[src/rtl/pgc_params.svh]
// Constants for the two-pin GPIO configuration block.
// Assumes a 40 MHz clock and an Avalon-MM register slave.
// How it works
// - Sleep-force-low drives output low in sleep
// - Input debounce selectable, 94 or 156 us
// - Direction bit clear makes pad input
// - Direction set: output and seq_owned_o high; sequencer value drives pin only when the sequencer-select bit is set
// - Read-only bit reports pad level
// - Power-on reset loads OTP defaults
// - Output drives value bit level; with open-drain set, a value bit of one releases the pad
`ifndef PGC_PARAMS_SVH
`define PGC_PARAMS_SVH

// ----------------------------------------
// Register map (register index, byte address is four times it)
// ----------------------------------------
`define PGC_IDX_PIN3        8'h43
`define PGC_IDX_PIN4        8'h44
`define PGC_IDX_CTRL        8'h50

// ----------------------------------------
// Field positions
// ----------------------------------------
`define PGC_B_VALUE         0
`define PGC_B_LEVEL         1
`define PGC_B_DIR           2
`define PGC_B_PULLDOWN      3
`define PGC_B_DEBOUNCE      4
`define PGC_B_OPEN_DRAIN    5
`define PGC_B_SEQ_SEL       6
`define PGC_B_SLEEP_LOW     7
`define PGC_WR_MASK         8'hFD

// ----------------------------------------
// Timing
// ----------------------------------------
`define PGC_CLK_MHZ         40
`define PGC_DEB_SHORT_US    94
`define PGC_DEB_LONG_US     156
`define PGC_DEB_SHORT_CYC   (`PGC_DEB_SHORT_US * `PGC_CLK_MHZ)
`define PGC_DEB_LONG_CYC    (`PGC_DEB_LONG_US * `PGC_CLK_MHZ)

`endif

[src/rtl/pgc_unused_check.sv]
// Reserved file of the pin block; it holds no logic.
// All checks sit beside the logic that they guard.

[src/rtl/pgc_pkg.sv]
// Types for the GPIO configuration block.
// Assumes nothing beyond the params header.
package pgc_pkg;
	typedef enum logic [1:0] {
		PGC_IDLE = 2'b00,
		PGC_ANS  = 2'b01
	} pgc_bus_type;
endpackage

[src/rtl/pgc_debounce.sv]
// Debounce filter for one pad input.
// Assumes the input is already synchronised to clk_i.
`timescale 1ns/1ps
`include "pgc_params.svh"
module pgc_debounce (
	// Clock and reset
	input  wire logic clk_i,
	input  wire logic nrst_i,
	// Control
	input  wire logic long_i,
	input  wire logic raw_i,
	// Filtered level
	output logic      level_o
);
	logic [12:0] cnt_r;
	logic        level_r;
	wire  [12:0] limit = long_i ? 13'(`PGC_DEB_LONG_CYC - 1) : 13'(`PGC_DEB_SHORT_CYC - 1);
	wire         differ = raw_i != level_r;
	wire         done = differ && (cnt_r >= limit);

	// ----------------------------------------
	// Count stable cycles of a changed input
	// ----------------------------------------
	always_ff @(posedge clk_i or negedge nrst_i) begin
		if (!nrst_i) begin
			cnt_r   <= 13'h0000;
			level_r <= 1'b0;
		end else if (!differ || done) begin
			cnt_r   <= 13'h0000;
			level_r <= done ? raw_i : level_r;
		end else begin
			cnt_r <= cnt_r + 13'h0001;
		end
	end
	assign level_o = level_r;

	chk_debounce_wait: assert property (@(posedge clk_i) disable iff (!nrst_i)
		$changed(level_r) |-> $past(differ, 1) && ($past(cnt_r, 1) >= ($past(long_i, 1)
			? 13'(`PGC_DEB_LONG_CYC - 1) : 13'(`PGC_DEB_SHORT_CYC - 1))))
		else $error("debounce level changed too early");
endmodule

[src/rtl/pgc_pin.sv]
// Pad driver and input path for one configurable pin.
// Assumes the pad wire is resolved outside from oe and out.
`timescale 1ns/1ps
`include "pgc_params.svh"
module pgc_pin (
	// Clock and reset
	input  wire logic       clk_i,
	input  wire logic       nrst_i,
	// Configuration and state
	input  wire logic [7:0] cfg_i,
	input  wire logic       sleep_i,
	input  wire logic       seq_val_i,
	// Pad
	input  wire logic       pad_i,
	output logic            pad_o,
	output logic            pad_oe_o,
	output logic            pulldown_o,
	// Filtered level
	output logic            level_o
);
	logic [2:0] sync_r;
	logic       clean_r;
	logic       out_r;
	logic       oe_r;
	wire        is_out = cfg_i[`PGC_B_DIR];
	wire        force_low = cfg_i[`PGC_B_SLEEP_LOW] && is_out && sleep_i;
	wire        src_val = cfg_i[`PGC_B_SEQ_SEL] ? seq_val_i : cfg_i[`PGC_B_VALUE];
	wire        val_nxt = force_low ? 1'b0 : src_val;
	wire        oe_nxt = is_out && !(cfg_i[`PGC_B_OPEN_DRAIN] && val_nxt);

	// ----------------------------------------
	// Input synchroniser and output flops
	// ----------------------------------------
	always_ff @(posedge clk_i or negedge nrst_i) begin
		if (!nrst_i) begin
			sync_r  <= 3'h0;
			clean_r <= 1'b0;
			out_r   <= 1'b0;
			oe_r    <= 1'b0;
		end else begin
			sync_r  <= {sync_r[1:0], pad_i};
			clean_r <= (sync_r[1] == sync_r[2]) ? sync_r[2] : clean_r;
			out_r   <= val_nxt;
			oe_r    <= oe_nxt;
		end
	end
	assign pad_o      = out_r;
	assign pad_oe_o   = oe_r;
	assign pulldown_o = cfg_i[`PGC_B_PULLDOWN] && !is_out;

	pgc_debounce u_deb (
		.clk_i   (clk_i),
		.nrst_i  (nrst_i),
		.long_i  (cfg_i[`PGC_B_DEBOUNCE]),
		.raw_i   (clean_r),
		.level_o (level_o)
	);

	chk_sleep_low: assert property (@(posedge clk_i) disable iff (!nrst_i)
		force_low |=> !pad_o) else $error("sleep did not force low");
	chk_input_off: assert property (@(posedge clk_i) disable iff (!nrst_i)
		!is_out |=> !pad_oe_o) else $error("input pad driven");
	chk_out_value: assert property (@(posedge clk_i) disable iff (!nrst_i)
		is_out && !sleep_i && !cfg_i[`PGC_B_SEQ_SEL] |=> pad_o == $past(cfg_i[`PGC_B_VALUE]))
		else $error("output value wrong");
endmodule

[src/rtl/pgc_top.sv]
// Register slave and two configurable pins.
// Assumes an Avalon-MM master and OTP defaults stable during reset release.
//
// The Avalon-MM register port was chosen for this implementation.
`timescale 1ns/1ps
`include "pgc_params.svh"
module pgc_top (
	// Clock and reset
	input  wire logic        clk_i,
	input  wire logic        nrst_i,
	// Avalon-MM slave
	input  wire logic [9:0]  avs_address,
	input  wire logic        avs_read,
	input  wire logic        avs_write,
	input  wire logic [31:0] avs_writedata,
	input  wire logic [3:0]  avs_byteenable,
	output logic [31:0]      avs_readdata,
	output logic             avs_waitrequest,
	output logic [1:0]       avs_response,
	// OTP defaults and system state
	input  wire logic [7:0]  otp_pin3_i,
	input  wire logic [7:0]  otp_pin4_i,
	input  wire logic        sleep_i,
	input  wire logic [1:0]  seq_val_i,
	// Pads
	input  wire logic [1:0]  pad_i,
	output logic [1:0]       pad_o,
	output logic [1:0]       pad_oe_o,
	output logic [1:0]       pulldown_o,
	output logic [1:0]       seq_owned_o
);
	pgc_pkg::pgc_bus_type st_r;
	logic [7:0]  cfg_r [2];
	logic        loaded_r;
	logic [31:0] rdata_r;
	logic [1:0]  resp_r;
	wire  [1:0]  level;
	wire  [7:0]  idx = avs_address[9:2];
	wire         hit3 = idx == `PGC_IDX_PIN3;
	wire         hit4 = idx == `PGC_IDX_PIN4;
	wire         hit_c = idx == `PGC_IDX_CTRL;
	wire         hit = (hit3 || hit4 || hit_c) && avs_address[1:0] == 2'b00;
	wire         req = avs_read || avs_write;
	wire         take = st_r == pgc_pkg::PGC_IDLE && req;
	wire         ans = st_r == pgc_pkg::PGC_ANS;
	wire         wr_ok = ans && avs_write && hit && avs_byteenable[0] && loaded_r;
	wire  [7:0]  rd3 = {cfg_r[0][7:2], level[0], cfg_r[0][0]};
	wire  [7:0]  rd4 = {cfg_r[1][7:2], level[1], cfg_r[1][0]};
	wire  [7:0]  rd_sel = hit3 ? rd3 : hit4 ? rd4 : {7'h00, loaded_r};

	// ----------------------------------------
	// Bus state: answer one cycle after taking
	// ----------------------------------------
	always_ff @(posedge clk_i or negedge nrst_i) begin
		if (!nrst_i) begin
			st_r    <= pgc_pkg::PGC_IDLE;
			rdata_r <= 32'h0000_0000;
			resp_r  <= 2'b00;
		end else if (take) begin
			st_r    <= pgc_pkg::PGC_ANS;
			rdata_r <= (avs_read && hit) ? {24'h00_0000, rd_sel} : 32'h0000_0000;
			resp_r  <= hit ? 2'b00 : 2'b11;
		end else begin
			st_r <= pgc_pkg::PGC_IDLE;
		end
	end
	assign avs_waitrequest = !ans;
	assign avs_readdata    = rdata_r;
	assign avs_response    = resp_r;

	// ----------------------------------------
	// Configuration registers
	// ----------------------------------------
	always_ff @(posedge clk_i or negedge nrst_i) begin
		if (!nrst_i) begin
			loaded_r <= 1'b0;
			cfg_r[0] <= 8'h00;
			cfg_r[1] <= 8'h00;
		end else if (!loaded_r) begin
			loaded_r <= 1'b1;
			cfg_r[0] <= otp_pin3_i & `PGC_WR_MASK;
			cfg_r[1] <= otp_pin4_i & `PGC_WR_MASK;
		end else if (wr_ok && hit3) begin
			cfg_r[0] <= avs_writedata[7:0] & `PGC_WR_MASK;
		end else if (wr_ok && hit4) begin
			cfg_r[1] <= avs_writedata[7:0] & `PGC_WR_MASK;
		end
	end

	// ----------------------------------------
	// Pins
	// ----------------------------------------
	genvar g;
	generate
		for (g = 0; g < 2; g++) begin : g_pin
			pgc_pin u_pin (
				.clk_i      (clk_i),
				.nrst_i     (nrst_i),
				.cfg_i      (cfg_r[g]),
				.sleep_i    (sleep_i),
				.seq_val_i  (seq_val_i[g]),
				.pad_i      (pad_i[g]),
				.pad_o      (pad_o[g]),
				.pad_oe_o   (pad_oe_o[g]),
				.pulldown_o (pulldown_o[g]),
				.level_o    (level[g])
			);
			assign seq_owned_o[g] = cfg_r[g][`PGC_B_DIR];
		end
	endgenerate

	chk_bus_answer: assert property (@(posedge clk_i) disable iff (!nrst_i)
		take |=> !avs_waitrequest ##1 avs_waitrequest) else $error("bus answer timing wrong");
	chk_level_ro: assert property (@(posedge clk_i) disable iff (!nrst_i)
		!cfg_r[0][`PGC_B_LEVEL] && !cfg_r[1][`PGC_B_LEVEL]) else $error("status bit stored");
	chk_otp_load: assert property (@(posedge clk_i) disable iff (!nrst_i)
		$rose(loaded_r) |-> cfg_r[0] == ($past(otp_pin3_i) & `PGC_WR_MASK)
			&& cfg_r[1] == ($past(otp_pin4_i) & `PGC_WR_MASK)) else $error("otp load wrong");
	chk_seq_owned: assert property (@(posedge clk_i) disable iff (!nrst_i)
		cfg_r[0][`PGC_B_DIR] && !cfg_r[0][`PGC_B_OPEN_DRAIN] |-> seq_owned_o[0] ##1 pad_oe_o[0])
		else $error("output pin not driven");
	chk_level_read: assert property (@(posedge clk_i) disable iff (!nrst_i)
		take && avs_read && hit3 |=> avs_readdata[`PGC_B_LEVEL] == $past(level[0]))
		else $error("pad level not read back");
	chk_input_mode: assert property (@(posedge clk_i) disable iff (!nrst_i)
		!cfg_r[1][`PGC_B_DIR] ##1 !cfg_r[1][`PGC_B_DIR] |-> !pad_oe_o[1]) else $error("input driven");
endmodule

[config.mk]
export PLATFORM = sky130hd
export DESIGN_NAME = pgc_top
export DESIGN_NICKNAME = d
export VERILOG_FILES = /design/src/rtl/pgc_unused_check.sv /design/src/rtl/pgc_pkg.sv /design/src/rtl/pgc_debounce.sv /design/src/rtl/pgc_pin.sv /design/src/rtl/pgc_top.sv
export VERILOG_INCLUDE_DIRS = /design/src /design/src/rtl
export SDC_FILE = /design/constraint.sdc
export NUM_CORES = 1
export LEC_CHECK = 0
export BUFFER_PORTS_ARGS = -buffer_cell sky130_fd_sc_hd__buf_2
export CORE_MARGIN = 2
export CORE_UTILIZATION = 37
export DETAILED_ROUTE_END_ITERATION = 16
export GPL_TIMING_DRIVEN = 0
export PLACE_DENSITY = 0.65
export SKIP_CTS_REPAIR_TIMING = 1
export SLEW_MARGIN = 0
export SYNTH_ARGS = -nofsm -noshare
export SYNTH_HDL_FRONTEND = slang
export SYNTH_HIERARCHICAL = 1
export SYNTH_SLANG_ARGS = --single-unit
[constraint.sdc]
create_clock -name clk_i -period 1.9 [get_ports clk_i]
set_input_delay 0.38 -clock clk_i [delete_from_list [all_inputs] [get_ports clk_i]]
set_output_delay 0.38 -clock clk_i [all_outputs]
set_load 0.01 [all_outputs]
==> results.sh <==
export IMPL_cts_tree="built"
export IMPL_cts_inserted_buffers=9
export IMPL_die_width_um=103
export IMPL_numPortBuffers=58
export IMPL_power_density_nw_per_um2=691
export IMPL_maxSlewHeadroom=0.463
export IMPL_yosys_register_bits=65
export IMPL_p_int_mw=2.32
export IMPL_synth_cell_type_count=42
export IMPL_startpoint_type="register"
export IMPL_p_switching_mw=0.807
export IMPL_synth_top_cells_by_area="dfrtp_1 44%, buf_4 5.5%, ha_1 5.5%, nor3_2 5.5%, xnor2_1 5.3%"
export IMPL_crit_slowest_cell="dfrtp_2"
export IMPL_met2_usage=0.248
export IMPL_worstPathRequired_ps=2120
export IMPL_coreArea_um2=9680
export IMPL_clk_pin_slew_ps=70
export IMPL_grt_usage=0.157
export IMPL_maxCapViolations=0
export IMPL_synth_top_area_share=0.444
export IMPL_power_frac_clock=0.373
export IMPL_diodes=0
export IMPL_drt_first_pass_iters=4
export IMPL_whs_ps=128
export IMPL_hold_viol=0
export IMPL_cp_top_family="flip-flops"
export IMPL_synth_flop_cell="dfrtp_1"
export IMPL_period_share=1.04
export IMPL_nets=522
export IMPL_die_area_um2=10700
export IMPL_power_share_sequential=0.493
export IMPL_yosys_area_top_type="dfrtp_1"
export IMPL_drc=0
export IMPL_io_pins=114
export IMPL_dp_hpwl_um=5730
export IMPL_reg2reg_slack_ps=-70
export IMPL_r2r_start="cfg_r[12]$_DFFE_PN0P_"
export IMPL_wire_per_inst_um=13.5
export IMPL_rr_worst_depth=5
export IMPL_power_leakage_nw=2.10
export IMPL_synth_seq_area_share=0.444
export IMPL_finalPower_mw=3.13
export IMPL_gp_congestion=0.869
export IMPL_outcome="finished, violations left"
export IMPL_nFillCells=916
export IMPL_drive_gt1_frac=0.353
export IMPL_grt_ovfl_total=0
export IMPL_synthCells=339
export IMPL_endpoint_kind="register"
export IMPL_setup_violations=22
export IMPL_drv_slew=0
export IMPL_reg2reg_to="g_pin[0].u_pin/u_deb/level_o$_DFFE_PN0P_"
export IMPL_fin_area_um2=4530
export IMPL_cts_htree_levels=3
export IMPL_ir_worst_vdd_mv=0.509
export IMPL_busiest_layer="met2"
export IMPL_cts_sinks=65
export IMPL_path_buf_inv=0
export IMPL_synth_warnings=6
export IMPL_root_buffer="clkbuf_8"
export IMPL_std_cell_rows=36
export IMPL_syn_area_um2=3660
export IMPL_switching_share=0.258
export IMPL_hold_class="in -> async"
export IMPL_slowest_delay_ps=490
export IMPL_vias=2778
export IMPL_violations="setup timing"
export IMPL_stdcell_count=572
export IMPL_grt_use_met3=0.0484
export IMPL_comb_power_share=0.135
export IMPL_dp_cells=553
export IMPL_antenna_found_initial=0
export IMPL_max_freq_ghz=0.506
export IMPL_grt_first_pass_wirelength_um=13000
export IMPL_finalWirelength_um=7710
export IMPL_grt_max_degree=66
export IMPL_max_clock_path_buffers=2
export IMPL_worstSetupStartpoint="cfg_r[12]$_DFFE_PN0P_"
export IMPL_start_util=0.378
export IMPL_crit_arrival_ps=2190
export IMPL_path_class="reg -> reg"
export IMPL_clock_skew_ps=7.44
export IMPL_worst_pin_slew_ps=806
export IMPL_syn2layout_area_growth_pct=23.7
export IMPL_synth_edff_count=0
export IMPL_synth_async_sr_flop_share=1.00
export IMPL_die_y_um=103
export IMPL_grt_util_met1=0.211
export IMPL_first_iter_violations=84
export IMPL_crit_chain="ha_1, nand3_1, or3_4, a31oi_4, mux2_4"
export IMPL_insertion_delay_ps=330
export IMPL_multi_input_area_um2=1910
export IMPL_min_period_ps=1970
export IMPL_setup_tns_ps=-792
export IMPL_critPathMaxFanout=7
export IMPL_avgViaCountPerCell=4.86
export IMPL_timing_final_ws_setup_ps=-74.7
export IMPL_grt_pass1_vias=2720
export IMPL_rsz0062_at_grt="true"
export IMPL_ant_nets=0
export IMPL_dpl_cell_area_um2=4220
export IMPL_ff_latch_area_um2=1630
export IMPL_avgSynthCellArea_um2=10.8
==> per-layer routing <==
metal	part of all wire	up-vias	wire (um)
li1	-	1365	-
met1	0.47	1353	3600
met2	0.48	56	3730
met3	0.042	4	325
met4	0.0077	0	59
met5	0	-	0
==> cell type report <==
type	count	share of cell area
clock buffers	12	0.0342
multi-input cells	253	0.422
repair buffers	62	0.0712
well taps	133	0.0367
flip-flops and latches	65	0.359
clock inverters	3	0.00883
inverters	6	0.00607
plain buffers	38	0.0613
==> cell usage after synthesis (3+ instances only) <==
| library cell | number |
|---|---|
| xor2_1 | 3 |
| nand3_1 | 5 |
| dfrtp_1 | 65 |
| buf_6 | 4 |
| or3_4 | 3 |
| nor3_2 | 20 |
| clkbuf_1 | 7 |
| nor3_1 | 11 |
| buf_4 | 27 |
| a21oi_1 | 15 |
| mux2i_1 | 16 |
| o21ai_1 | 7 |
| a22oi_1 | 7 |
| a211oi_1 | 5 |
| nand2_1 | 19 |
| xnor2_1 | 22 |
| a21o_1 | 4 |
| nor2_1 | 21 |
| ha_1 | 16 |
| a31oi_1 | 6 |
| nor4_1 | 9 |
| inv_1 | 6 |
| nand4_1 | 8 |
==> placed cells by master, fill, tap and decap left out, types with 6 or more instances in the layout <==
master	synthesis	final
a22oi_1	7	7
xnor2_1	22	22
nor3_2	20	22
nor3_1	11	9
nor4_1	9	9
ha_1	16	12
nand4_1	8	8
clkbuf_1	7	8
conb_1	2	25
buf_2	0	57
buf_4	27	32
mux2i_1	16	16
dfrtp_1	65	63
nor2_1	21	21
a21oi_1	15	15
clkbuf_8	0	11
a31oi_1	6	6
o21ai_1	7	7
nand2_1	19	19
==> cell families (layout without fill, tap and decap cells) <==
group | after synthesis | in the layout | share of synthesized area
and+or+nand+nor | 111 | 111 | 0.195
DFF | 65 | 65 | 0.444
AOI/OAI and AO/OA | 56 | 56 | 0.106
buffers and inverters | 44 | 121 | 0.0810
xor gates and xnor gates | 25 | 25 | 0.0598
adders and majority gates | 18 | 18 | 0.0601
muxes | 18 | 18 | 0.0519
other | 2 | 25 | 0.00205
==> per-stage QoR <==
step           setup WS (ps)   util
2_1_floorplan          0.683      -
3_3_place_gp            -216  0.435
3_5_place_dp            -251  0.436
4_1_cts                 -272  0.456
5_1_grt                 -139  0.468
6_report               -74.7  0.468
==> flip-flops by register name, indices dropped and copies added (netlist names), 6 cells and up <==
name / flops
cfg_r: 12
avs_readdata: 8
g_pin.u_pin/u_deb/cnt_r: 26
g_pin.u_pin/sync_r: 6
==> worst max path at each step <==
| stage | depth (start not counted) | end | slack [ps] |
|---|---|---|---|
| final | 5 | g_pin[0].u_pin/u_deb/level_o$_DFFE_PN0P_ | -70 |
| after floorplan | 6 | g_pin[1].u_pin/u_deb/level_o$_DFFE_PN0P_ | 0.7 |
| after global placement | 6 | g_pin[0].u_pin/u_deb/level_o$_DFFE_PN0P_ | -220 |
| after detailed placement | 6 | g_pin[0].u_pin/u_deb/level_o$_DFFE_PN0P_ | -250 |
| after global routing | 6 | g_pin[1].u_pin/u_deb/level_o$_DFFE_PN0P_ | -140 |
| after CTS | 6 | g_pin[0].u_pin/u_deb/level_o$_DFFE_PN0P_ | -270 |
==> power groups by stage <==
| stage | registers (mW) | logic (mW) | clock network, mW |
|---|---|---|---|
| floorplan | 1.55 | 0.254 | 0 |
| global placement | 1.56 | 0.395 | 0 |
| detailed placement | 1.57 | 0.405 | 0 |
| CTS | 1.54 | 0.407 | 1.21 |
| global route | 1.55 | 0.477 | 1.27 |
| finish | 1.54 | 0.421 | 1.17 |
(Power assumes the default switching activity.)
